File: config.mk
export PLATFORM = sky130hd
export DESIGN_NAME = psb_host_flat
export DESIGN_NICKNAME = d
export VERILOG_FILES = /design/src/psb_pkg.sv /design/src/psb_link_if.sv /design/src/psb_host.sv /design/src/flat_wrapper.sv
export SDC_FILE = /design/constraint.sdc
export NUM_CORES = 1
export LEC_CHECK = 0
export BUFFER_PORTS_ARGS = -buffer_cell sky130_fd_sc_hd__buf_2
export CAP_MARGIN = 10
export CORE_MARGIN = 3
export CORE_UTILIZATION = 45
export DETAILED_ROUTE_END_ITERATION = 16
export PLACE_DENSITY = 0.69
export SYNTH_ARGS = -nofsm -noshare
export SYNTH_HDL_FRONTEND = slang
export SYNTH_SLANG_ARGS = --single-unit
File: constraint.sdc
create_clock -name clk_sys_in -period 3.1 [get_ports clk_sys_in]
set_input_delay 0.62 -clock clk_sys_in [delete_from_list [all_inputs] [get_ports clk_sys_in]]
set_output_delay 0.62 -clock clk_sys_in [all_outputs]
set_load 0.01 [all_outputs]
File: src/psb_pkg.sv
// Shared constants for the pseudo-static RAM burst link
package psb_pkg;

  // ********************************************************
  // Link widths
  // ********************************************************
  localparam int ADDR_W = 22;
  localparam int DATA_W = 16;

  // ********************************************************
  // Timing figures
  // ********************************************************
  localparam int CLK_PERIOD_NS    = 10;
  localparam int BEADV_NS         = 7;
  localparam int BSADV_NS         = 12;
  localparam int BURST_MAX_NS     = 2500;
  localparam int CLK_MIN_PERIOD_NS = 15;
  localparam int CLK_MAX_PERIOD_NS = 200;
  localparam int BEADV_CYC  = (BEADV_NS + CLK_PERIOD_NS - 1) / CLK_PERIOD_NS;
  localparam int BSADV_CYC  = (BSADV_NS + CLK_PERIOD_NS - 1) / CLK_PERIOD_NS;
  localparam int BURST_MAX_CYC = BURST_MAX_NS / CLK_PERIOD_NS;
  // Link clock divider: half period in system cycles, full period >= 15 ns
  localparam int LCLK_HALF_CYC =
    (CLK_MIN_PERIOD_NS + 2 * CLK_PERIOD_NS - 1) / (2 * CLK_PERIOD_NS);

  // ********************************************************
  // Defaults after reset, and counter width
  // ********************************************************
  localparam int LATENCY_DEF = 5;
  localparam int BURST_LEN_DEF = 4;
  localparam int CNT_W = 12;

endpackage : psb_pkg

File: src/psb_link_if.sv
// Interface carrying the burst link pins between controller and RAM
`timescale 1ns/1ps
interface psb_link_if;
  logic                     link_clk;
  logic                     chip_select_n;
  logic                     address_valid_n;
  logic                     write_enable_n;
  logic                     output_enable_n;
  logic                     upper_byte_enable_n;
  logic                     lower_byte_enable_n;
  logic [psb_pkg::ADDR_W-1:0] addr;
  logic [psb_pkg::DATA_W-1:0] dq_host;
  logic                     dq_host_oe;
  logic [psb_pkg::DATA_W-1:0] dq_ram;
  logic                     dq_ram_oe;
  logic                     wait_n;
  logic                     wait_oe;

  modport host (
    output link_clk, chip_select_n, address_valid_n, write_enable_n, output_enable_n,
    output upper_byte_enable_n, lower_byte_enable_n, addr, dq_host, dq_host_oe,
    input  dq_ram, dq_ram_oe, wait_n, wait_oe
  );
  modport ram (
    input  link_clk, chip_select_n, address_valid_n, write_enable_n, output_enable_n,
    input  upper_byte_enable_n, lower_byte_enable_n, addr, dq_host, dq_host_oe,
    output dq_ram, dq_ram_oe, wait_n, wait_oe
  );
endinterface : psb_link_if

File: src/psb_host.sv
// Controller end of the synchronous burst link
`timescale 1ns/1ps
module psb_host
  import psb_pkg::*;
#(
  parameter int BURST_MAX = BURST_MAX_CYC
) (
  input  wire logic                 clk_sys_in,
  input  wire logic                 reset_n_in,
  psb_link_if.host                  link,
  input  wire logic                 req_valid_in,
  output logic                      req_ready_out,
  input  wire logic                 req_write_in,
  input  wire logic                 req_stop_in,
  input  wire logic [ADDR_W-1:0]    req_addr_in,
  input  wire logic [DATA_W-1:0]    req_wdata_in,
  input  wire logic [3:0]           req_latency_in,
  output logic                      rd_valid_out,
  input  wire logic                 rd_ready_in,
  output logic [DATA_W-1:0]         rd_data_out
);
  import psb_pkg::*;

  // ********************************************************
  // Link clock divider, period stays inside the legal range
  // ********************************************************
  logic [3:0] div_q;
  logic       rise_en;
  assign rise_en = (div_q == 4'(LCLK_HALF_CYC - 1)) & ~link.link_clk;

  always_ff @(posedge clk_sys_in)
  begin
    if (!reset_n_in)
    begin
      div_q         <= 4'h0;
      link.link_clk <= 1'b0;
    end
    else if (div_q == 4'(LCLK_HALF_CYC - 1))
    begin
      div_q         <= 4'h0;
      link.link_clk <= ~link.link_clk;
    end
    else
      div_q <= div_q + 4'h1;
  end

  // ********************************************************
  // Two-entry read buffer
  // ********************************************************
  logic [DATA_W-1:0] buf_q [0:1];
  logic [1:0] cnt_q;
  logic       wr_ptr_q;
  logic       rd_ptr_q;
  logic       push;
  logic       pop;
  logic [DATA_W-1:0] dq_s1_q;
  logic [DATA_W-1:0] dq_s2_q;
  logic              wt1_q;
  logic              wt2_q;
  assign pop = rd_valid_out & rd_ready_in;

  always_ff @(posedge clk_sys_in)
  begin
    dq_s1_q <= link.dq_ram;
    dq_s2_q <= dq_s1_q;
    // A released wait pin reads as not ready
    wt1_q   <= link.wait_n & link.wait_oe;
    wt2_q   <= wt1_q;
  end

  always_ff @(posedge clk_sys_in)
  begin
    if (!reset_n_in)
    begin
      cnt_q    <= 2'h0;
      wr_ptr_q <= 1'b0;
      rd_ptr_q <= 1'b0;
    end
    else
    begin
      if (push)
      begin
        buf_q[wr_ptr_q] <= dq_s2_q;
        wr_ptr_q        <= ~wr_ptr_q;
      end
      if (pop)
        rd_ptr_q <= ~rd_ptr_q;
      cnt_q <= cnt_q + {1'b0, push} - {1'b0, pop};
    end
  end

  always_ff @(posedge clk_sys_in)
  begin
    if (!reset_n_in)
    begin
      rd_valid_out <= 1'b0;
      rd_data_out  <= '0;
    end
    else
    begin
      rd_valid_out <= (cnt_q + {1'b0, push} - {1'b0, pop}) != 2'h0;
      rd_data_out  <= (pop || cnt_q == 2'h0) ? (cnt_q == 2'h2 ? buf_q[~rd_ptr_q] : dq_s2_q)
                                              : buf_q[rd_ptr_q];
    end
  end

  // ********************************************************
  // Burst sequencer
  // ********************************************************
  typedef enum logic [3:0] {
    ST_IDLE  = 4'b0001,
    ST_START = 4'b0010,
    ST_DATA  = 4'b0100,
    ST_GAP   = 4'b1000
  } psb_state_type;

  psb_state_type st_q;
  logic [CNT_W-1:0] tbc_q;
  logic [3:0]       lat_q;
  logic [3:0]       gap_q;
  logic             full;
  assign full = (cnt_q == 2'h2);
  // A read stalls while the buffer has no room, which closes the burst
  assign push = rise_en && st_q == ST_DATA && !link.write_enable_n == 1'b0
                && lat_q == 4'h0 && wt2_q && !full;

  // The RAM cannot be paused, so a full buffer closes the burst and a later
  // burst resumes at the first word that found no room
  logic [ADDR_W-1:0] next_addr_q;
  logic              resume_q;
  logic              stall;
  assign stall = rise_en && st_q == ST_DATA && link.write_enable_n
                 && lat_q == 4'h0 && wt2_q && full;

  always_ff @(posedge clk_sys_in)
  begin
    if (!reset_n_in)
    begin
      next_addr_q <= '0;
      resume_q    <= 1'b0;
    end
    else
    begin
      if (st_q == ST_IDLE && req_valid_in && rise_en && !full && !resume_q)
        next_addr_q <= req_addr_in;
      else if (push)
        next_addr_q <= next_addr_q + 1'b1;
      if (stall)
        resume_q <= 1'b1;
      else if (!req_valid_in)
        resume_q <= 1'b0;
    end
  end

  always_ff @(posedge clk_sys_in)
  begin
    if (!reset_n_in)
    begin
      st_q                     <= ST_IDLE;
      req_ready_out            <= 1'b0;
      link.chip_select_n       <= 1'b1;
      link.address_valid_n     <= 1'b1;
      link.write_enable_n      <= 1'b1;
      link.output_enable_n     <= 1'b1;
      link.upper_byte_enable_n <= 1'b1;
      link.lower_byte_enable_n <= 1'b1;
      link.addr                <= '0;
      link.dq_host             <= '0;
      link.dq_host_oe          <= 1'b0;
      tbc_q                    <= '0;
      lat_q                    <= 4'h0;
      gap_q                    <= 4'h0;
    end
    else
    begin
      req_ready_out <= 1'b0;
      unique case (st_q)
        ST_IDLE:
          if (req_valid_in && rise_en && !full)
          begin
            link.chip_select_n   <= 1'b0;
            link.address_valid_n <= 1'b0;
            link.addr            <= resume_q ? next_addr_q : req_addr_in;
            link.write_enable_n  <= ~req_write_in;
            lat_q                <= req_latency_in;
            tbc_q                <= '0;
            st_q                 <= ST_START;
          end
        ST_START:
          if (rise_en)
          begin
            link.address_valid_n <= 1'b1;
            // This edge is the first latency clock after the command clock
            if (lat_q != 4'h0)
              lat_q <= lat_q - 4'h1;
            // Byte enables, and output enable on a read, go low right away, well ahead of the last latency clock
            link.output_enable_n     <= link.write_enable_n ? 1'b0 : 1'b1;
            link.upper_byte_enable_n <= 1'b0;
            link.lower_byte_enable_n <= 1'b0;
            st_q                     <= ST_DATA;
          end
        ST_DATA:
        begin
          tbc_q <= tbc_q + 1'b1;
          if (rise_en && lat_q != 4'h0)
            lat_q <= lat_q - 4'h1;
          if (rise_en && lat_q == 4'h0)
          begin
            req_ready_out   <= 1'b1;
            link.dq_host    <= req_wdata_in;
            link.dq_host_oe <= ~link.write_enable_n;
          end
          // Burst ends on request stop, stall or dropped request, or once tbc_q reaches the maximum burst time less one link clock period
          if (req_stop_in || stall || !req_valid_in
              || tbc_q >= CNT_W'(BURST_MAX - 2 * LCLK_HALF_CYC))
          begin
            link.chip_select_n       <= 1'b1;
            link.output_enable_n     <= 1'b1;
            link.upper_byte_enable_n <= 1'b1;
            link.lower_byte_enable_n <= 1'b1;
            link.dq_host_oe          <= 1'b0;
            gap_q <= (req_stop_in || stall) ? 4'(BSADV_CYC) : 4'(BEADV_CYC);
            st_q  <= ST_GAP;
          end
        end
        ST_GAP:
          if (gap_q != 4'h0)
            gap_q <= gap_q - 4'h1;
          else
            st_q <= ST_IDLE;
        default:
          st_q <= ST_IDLE;
      endcase
    end
  end

endmodule : psb_host

File: src/flat_wrapper.sv
// flat-port wrapper written by rule: the top's interface ports become plain ports
module psb_host_flat import psb_pkg::*;
#(
  parameter int BURST_MAX = BURST_MAX_CYC
)
  (clk_sys_in, reset_n_in, req_valid_in, req_ready_out, req_write_in, req_stop_in, req_addr_in, req_wdata_in, req_latency_in, rd_valid_out, rd_ready_in, rd_data_out, link_link_clk, link_chip_select_n, link_address_valid_n, link_write_enable_n, link_output_enable_n, link_upper_byte_enable_n, link_lower_byte_enable_n, link_addr, link_dq_host, link_dq_host_oe, link_dq_ram, link_dq_ram_oe, link_wait_n, link_wait_oe);
  psb_link_if link_i ();
  input  wire logic clk_sys_in;
  input  wire logic reset_n_in;
  input  wire logic req_valid_in;
  output logic req_ready_out;
  input  wire logic req_write_in;
  input  wire logic req_stop_in;
  input  wire logic [ADDR_W-1:0] req_addr_in;
  input  wire logic [DATA_W-1:0] req_wdata_in;
  input  wire logic [3:0] req_latency_in;
  output logic rd_valid_out;
  input  wire logic rd_ready_in;
  output logic [DATA_W-1:0] rd_data_out;
  output wire logic [$bits(link_i.link_clk)-1:0] link_link_clk;
  output wire logic [$bits(link_i.chip_select_n)-1:0] link_chip_select_n;
  output wire logic [$bits(link_i.address_valid_n)-1:0] link_address_valid_n;
  output wire logic [$bits(link_i.write_enable_n)-1:0] link_write_enable_n;
  output wire logic [$bits(link_i.output_enable_n)-1:0] link_output_enable_n;
  output wire logic [$bits(link_i.upper_byte_enable_n)-1:0] link_upper_byte_enable_n;
  output wire logic [$bits(link_i.lower_byte_enable_n)-1:0] link_lower_byte_enable_n;
  output wire logic [$bits(link_i.addr)-1:0] link_addr;
  output wire logic [$bits(link_i.dq_host)-1:0] link_dq_host;
  output wire logic [$bits(link_i.dq_host_oe)-1:0] link_dq_host_oe;
  input wire logic [$bits(link_i.dq_ram)-1:0] link_dq_ram;
  input wire logic [$bits(link_i.dq_ram_oe)-1:0] link_dq_ram_oe;
  input wire logic [$bits(link_i.wait_n)-1:0] link_wait_n;
  input wire logic [$bits(link_i.wait_oe)-1:0] link_wait_oe;
  assign link_link_clk = link_i.link_clk;
  assign link_chip_select_n = link_i.chip_select_n;
  assign link_address_valid_n = link_i.address_valid_n;
  assign link_write_enable_n = link_i.write_enable_n;
  assign link_output_enable_n = link_i.output_enable_n;
  assign link_upper_byte_enable_n = link_i.upper_byte_enable_n;
  assign link_lower_byte_enable_n = link_i.lower_byte_enable_n;
  assign link_addr = link_i.addr;
  assign link_dq_host = link_i.dq_host;
  assign link_dq_host_oe = link_i.dq_host_oe;
  assign link_i.dq_ram = link_dq_ram;
  assign link_i.dq_ram_oe = link_dq_ram_oe;
  assign link_i.wait_n = link_wait_n;
  assign link_i.wait_oe = link_wait_oe;
  psb_host #(.BURST_MAX(BURST_MAX)) u_core (.clk_sys_in(clk_sys_in), .reset_n_in(reset_n_in), .link(link_i), .req_valid_in(req_valid_in), .req_ready_out(req_ready_out), .req_write_in(req_write_in), .req_stop_in(req_stop_in), .req_addr_in(req_addr_in), .req_wdata_in(req_wdata_in), .req_latency_in(req_latency_in), .rd_valid_out(rd_valid_out), .rd_ready_in(rd_ready_in), .rd_data_out(rd_data_out));
endmodule
==> Word level (Yosys, flattened, before mapping) <==
Memory sizes are Yosys's and may differ from the RTL's. A register that Yosys moved wholly into a read port is not among the register bits.
Cells that the tools add are included.
{ "classes": {"n_mux": 41, "bitwise": 9, "n_reduce_logical": 46, "eq_ne": 13, "n_addsub": 7, "order_cmp": 1} }
{ "op_table": {"columns": ["operator", "count"], "rows": [
  ["2-to-1 mux 22 bit", 3],
  ["2-to-1 mux 4 bit", 10],
  ["2-to-1 mux 16 bit", 2],
  ["case mux 12 bit (2 select lines)", 1],
  ["adder 22 x 1 -> 22 bit, second input constant", 1],
  ["2-to-1 mux 1 bit", 16],
  ["case mux 4 bit (4 select lines)", 1],
  ["logical AND 1 bit", 14],
  ["nonzero test 2 bit", 7],
  ["adder 12 x 1 -> 12 bit, second input constant", 1],
  ["greater-or-equal comparator 12 x 8 -> 1 bit, second input constant", 1],
  ["2-to-1 mux 12 bit", 1],
  ["case mux 4 bit (3 select lines)", 1],
  ["AND reduction 3 bit", 4],
  ["AND reduction 2 bit", 5],
  ["logical NOT 4 bit", 2],
  ["inequality test 2 x 1 -> 1 bit, second input constant", 4],
  ["inequality test 2 bit, second input constant", 4],
  ["case mux 1 bit (2 select lines)", 4],
  ["case mux 4 bit (2 select lines)", 1],
  ["nonzero test 4 bit", 2],
  ["subtractor 4 x 1 -> 4 bit, second input constant", 2],
  ["inverter 1 bit", 6],
  ["AND reduction 5 bit", 1],
  ["16 further kinds", 23]
]} }
{ "totals": {"memories": 1, "inputBits": 67, "wordCells": 144, "ramBits": 32, "out_inout_bits": 64, "register_bits": 152} }
{ "mem_list": {"columns": ["memory", "depth", "word_bits", "rd", "rd_clocked_by_memory_dff", "write_ports", "line_no", "rtl"], "rows": [
  ["u_core.buf_q", 2, 16, 2, 1, 1, "psb_host.sv:50", "logic [DATA_W-1:0] buf_q [0:1];"]
]} }

==> Depth between registers and ports, before layout <==
{ "logic_depth": {"ltp_word": 12, "depth_mapped": 11, "depth_no_buf": 10} }

==> Worst setup path after synthesis <==
OpenSTA, ideal clock, no wires.
{ "synth_path": {"path_type": "reg2reg", "start": "reg u_core.div_q[0]", "end": "mem u_core.buf_q[0][0] (enable)", "period_less_slack_ns": 3.317, "required_ns": 2.669, "setup_time_ns": 0.431, "slack_ns": -0.217, "stages_incl_launch_ff": 8, "n_path_buf": 2, "arrival_ns": 2.887, "path_cell_list": "dfxtp_1 -> inv_1 -> ha_1 -> nor4b_1 -> buf_2 -> nand2_4 -> buf_6 -> nor4_1"} }
{ "synth_between": {"elab_chain_cells": 10} }
{ "synth_lines": {"columns": ["element", "line_no", "rtl"], "rows": [
  ["start: declaration", "psb_host.sv:27", "logic [3:0] div_q;"],
  ["start signal: assignment", "psb_host.sv:44", "div_q <= div_q + 4'h1;"],
  ["logical NOT 4 bit", "psb_host.sv:29", "assign rise_en = (div_q == 4'(LCLK_HALF_CYC - 1)) & ~link.link_clk;"],
  ["bitwise AND 1 bit", "psb_host.sv:29", null],
  ["logical AND 1 bit (2 in series)", "psb_host.sv:124", "assign push = rise_en && st_q == ST_DATA && !link.write_enable_n == 1'b0"],
  ["logical AND 1 bit (3 in series)", "psb_host.sv:125", "&& lat_q == 4'h0 && wt2_q && !full;"],
  ["2-to-1 mux 1 bit", "psb_host.sv:81", "if (push)"],
  ["2-to-1 mux 1 bit", "psb_host.sv:73", "if (!reset_n_in)"],
  ["2-to-1 mux 1 bit (implied by the code)", "psb_host.sv:83", "buf_q[wr_ptr_q] <= dq_s2_q;"],
  ["end: declaration", "psb_host.sv:50", null]
]} }
Every way passes these cells.

==> Worst setup path after layout <==
{ "layout_path": {"start": "reg u_core.div_q[0]", "end": "reg u_core.rd_valid_out"} }
{ "layout_between": {"elab_chain_cells": 10} }
{ "layout_lines": {"columns": ["element", "line_no", "rtl"], "rows": [
  ["logical NOT 4 bit", "psb_host.sv:29", null],
  ["bitwise AND 1 bit", "psb_host.sv:29", null],
  ["logical AND 1 bit (2 in series)", "psb_host.sv:124", null],
  ["logical AND 1 bit (3 in series)", "psb_host.sv:125", null],
  ["via u_core.push", "psb_host.sv:54", "logic push;"],
  ["adder 2 x 1 -> 2 bit", "psb_host.sv:101", "rd_valid_out <= (cnt_q + {1'b0, push} - {1'b0, pop}) != 2'h0;"],
  ["subtractor 2 x 1 -> 2 bit", "psb_host.sv:101", null],
  ["nonzero test 2 bit", "psb_host.sv:101", null],
  ["end signal: assignment", "psb_host.sv:96", "rd_valid_out <= 1'b0;"],
  ["end signal: assignment", "psb_host.sv:101", null],
  ["end: declaration", "psb_host.sv:18", "output logic rd_valid_out,"]
]} }
The timed path passes the listed nets, and every way through them passes these cells.
A chain may end at the register's enable or synchronous reset.

==> impl_metrics.toml <==
[worst_hold_path]
hold_path.class = "primary input to register"

[yosys]
synthesis.area_mm2 = 0.007492
async_flop_share_pct = 0
synth.net_count = 823
syn_avg_cell_area_um2 = 10.04
ys_dominant_reg_cell = "sky130_fd_sc_hd__dfxtp_1"
synth_cell_type_count = 56
synth_edf_count = 32
synth.ff_latch_count = 185
cell_count_after_synthesis = 746
yosysSeqAreaShare_pct = 53.71
yosysWarnings = 0

[floorplanning]
initial_core_util_pct = 46.49
num_io_pins = 131
num_rows = 46
die_area_mm2 = 0.01823
die_width_um = 135.0
die_y_um = 135.0
coreArea_mm2 = 0.01612

[timing]
achievable-frequency_mhz = 394.8
tns_ns = 0
final.period_utilization_pct = 81.71
timing.clock.skew_ns = 0.01595
timing.final.max_slew_violations = 0
post-route-min-period_ns = 2.533
worst_margin_pin_slew_ns = 1.012
setup_viol_count_final = 0
maxSlewHeadroom_pct = 32.46
rsz_0062_raised_after_global_routing = "false"
final-hold-violation-count = 0

[routing]
dr_iter_0_viols = 268
route.final.wire_length_mm = 16.07
drc = 0
drtPass1Iterations = 4
drtAntennaViolNets = 0
route.detailed.wl_per_inst_um = 14.76
num_vias = 5685
vias_per_cell = 5.220

[cts]
cts_resized = 0
cts_post_setup_buffers_inserted = 0
clk_transition_reported_paths_ns = 0.07
clock-sinks = 185
cts_buffer_depth = 2
cts_made_buffers = 17
cts_hold_buffers = 0
tritoncts_clock_tree = "built"
clock_insertion_delay_worst_skew_ns = 0.44
clk_root_buffer_cell = "sky130_fd_sc_hd__clkbuf_16"
cts.htree.levels = 4

[critical_path]
rr_worst_depth = 10
worst_r2r_startpoint = "u_core.div_q[0]$_SDFF_PP0_"
critical_path_arrival_ns = 2.86
crit_end = "u_core.rd_valid_out$_SDFF_PN0_"
r2r_slack_ns = 0.57
critPathLaunch = "u_core.div_q[0]$_SDFF_PP0_"
critical_path_class = "register to register"
rr_endpoint = "u_core.rd_valid_out$_SDFF_PN0_"
critPathMaxFanout = 19
crit_path_start_kind = "register"
critical_path_required_ns = 3.43
setup.worst_path.end_class = "register"

[pwr]
reported_leakage_power_nw = 3.334
clock_power_share_pct = 38.7
power.share.sequential_pct = 49.5
design_power_total_w = 0.005514
cell_internal_pwr_w = 0.003989
netSwitchingFraction_pct = 27.66
ir_drop_mv = 0.3829
p_switching_w = 0.001526
power_density_mw_per_mm2 = 617.8
power.share.combinational_pct = 11.9

[layout]
insertedDiodeCount = 0
final_layout_size_suffix_gt1_share_pct = 22.45
area_growth_syn_to_layout_pct = 19.14
finalNetCount = 937
layout.cells.most_common = "sky130_fd_sc_hd__dfxtp_1"
final_util_pct = 55.39
filler_cell_count = 1466
mostFrequentLayoutCells = "sky130_fd_sc_hd__dfxtp_1, sky130_fd_sc_hd__buf_2, sky130_fd_sc_hd__nor2_1"

[grt]
via_count_of_the_first_global_routing_pass = 5192
number_of_antenna_violations_at_the_first_check_in_global_routing = 0
grt_first_pass_wirelength_mm = 25.62
global_route.overflow_total = 0
grt.total_usage_pct = 17.43
grt_start_max_net_pins = 46

[run_status]
run_status = "complete, no violations"

[place]
port_buffers = 129
hpwl_mm = 10.81
place.gp.congestion = 0.7777

[flow_run]
maxCapViolCount = 0
## synthesized netlist by cell type, types with 4 or more instances
cell,instances,area share [%]
sky130_fd_sc_hd__mux2i_1,54,7.2
sky130_fd_sc_hd__nand4_1,9,0.75
sky130_fd_sc_hd__and4_1,8,0.94
sky130_fd_sc_hd__inv_1,21,1.1
sky130_fd_sc_hd__o31ai_1,4,0.40
sky130_fd_sc_hd__buf_2,8,0.53
sky130_fd_sc_hd__and3_1,8,0.67
sky130_fd_sc_hd__xor2_1,4,0.47
sky130_fd_sc_hd__o21ai_0,31,2.1
sky130_fd_sc_hd__nand3_1,18,1.2
sky130_fd_sc_hd__and2_1,5,0.42
sky130_fd_sc_hd__edfxtp_1,32,13
sky130_fd_sc_hd__dfxtp_1,153,41
sky130_fd_sc_hd__ha_1,10,1.7
sky130_fd_sc_hd__nand2b_1,4,0.33
sky130_fd_sc_hd__nand2_1,57,2.9
sky130_fd_sc_hd__nor4_2,7,1.2
sky130_fd_sc_hd__nor2_1,75,3.8
sky130_fd_sc_hd__clkbuf_1,29,1.5
sky130_fd_sc_hd__xnor2_1,25,2.9
sky130_fd_sc_hd__buf_1,10,0.50
sky130_fd_sc_hd__a21oi_1,53,3.5
sky130_fd_sc_hd__nor3_1,10,0.67
sky130_fd_sc_hd__nor4_1,11,0.92
sky130_fd_sc_hd__a211oi_1,58,5.8
## flip-flops by register name (all words and copies together), names as in the netlist, 12 cells and up, named ones only
name	flops
u_core.link.dq_host	16
u_core.rd_data_out	16
u_core.next_addr_q	22
u_core.dq_s2_q	16
u_core.link.addr	22
u_core.tbc_q	12
u_core.buf_q	32
u_core.dq_s1_q	16
## area by class of cell
class	count	area [um^2]	area share [%]
multi-input combinational	491	3208	35.94
clock buffer	18	439.2	4.920
tap	216	270.3	3.028
inverter	21	78.83	0.8831
clock inverter	14	147.6	1.654
timing repair buffer	144	758.2	8.495
sequential	185	4024	45.08
## through the flow
step           area, um^2  setup slack [ns]  hold WS [ns]  instances
2_1_floorplan        7498            0.4404        0.3096        746
5_1_grt              8926            0.3419        0.2630       1089
6_report             8926            0.5671        0.2774       1089
3_5_place_dp         8339            0.5567        0.3121       1057
4_1_cts              8926            0.5479        0.2657       1089
3_3_place_gp         8339            0.5686        0.3102       1057
## how the worst min path moves through the flow
stage                                     from                         end  slack, ns  depth (start not counted)
global placement     u_core.dq_s1_q[1]$_DFF_P_   u_core.dq_s2_q[1]$_DFF_P_       0.31                          0
CTS                             link_dq_ram[1]   u_core.dq_s1_q[1]$_DFF_P_       0.27                          1
detailed placement  u_core.dq_s1_q[14]$_DFF_P_  u_core.dq_s2_q[14]$_DFF_P_       0.31                          0
floorplan            u_core.dq_s1_q[0]$_DFF_P_   u_core.dq_s2_q[0]$_DFF_P_       0.31                          0
finish                         link_dq_ram[15]  u_core.dq_s1_q[15]$_DFF_P_       0.28                          1
global route                    link_dq_ram[7]   u_core.dq_s1_q[7]$_DFF_P_       0.26                          1
## power groups by stage
stage | Combinational, W | Clock [W] | Sequential [W]
global placement | 0.000650 | 0 | 0.00278
finish | 0.000654 | 0.00213 | 0.00273
floorplan | 0.000413 | 0 | 0.00278
CTS | 0.000662 | 0.00218 | 0.00273
global route | 0.000731 | 0.00227 | 0.00275
detailed placement | 0.000659 | 0 | 0.00278
## layer usage
| metal | track usage, % | vias up | share of wire [%] |
|---|---|---|---|
| li1 | - | 2917 | - |
| met1 | 22.89 | 2629 | 47 |
| met2 | 28.63 | 123 | 47 |
| met3 | 3.800 | 16 | 4.9 |
| met4 | 6.047 | 0 | 1.3 |
| met5 | 0 | - | 0 |
## cells by family (layout without fill, tap and decap cells)
group           Yosys count  in the layout  share of synthesized area (%)
compound gates          164            164                          13.68
xor+xnor                 29             29                          3.390
fa+ha+maj                10             10                          1.670
buf+inv                  70            197                          3.791
flops                   185            185                          53.71
mux                      55             55                          7.365
simple gates            233            233                          16.40
## worst max-delay path, stage by stage, from the launching register on
cell                      delay [ns]
sky130_fd_sc_hd__dfxtp_1        0.33
sky130_fd_sc_hd__inv_1          0.07
sky130_fd_sc_hd__ha_1           0.15
sky130_fd_sc_hd__nor4b_2        0.43
sky130_fd_sc_hd__nand2_4        0.27
sky130_fd_sc_hd__nor2_2         0.30
sky130_fd_sc_hd__ha_1           0.21
sky130_fd_sc_hd__xor2_1         0.17
sky130_fd_sc_hd__and2_1         0.14
sky130_fd_sc_hd__nor3_1         0.05
sky130_fd_sc_hd__or2_2          0.30
Power figures use the tool's default switching activity.
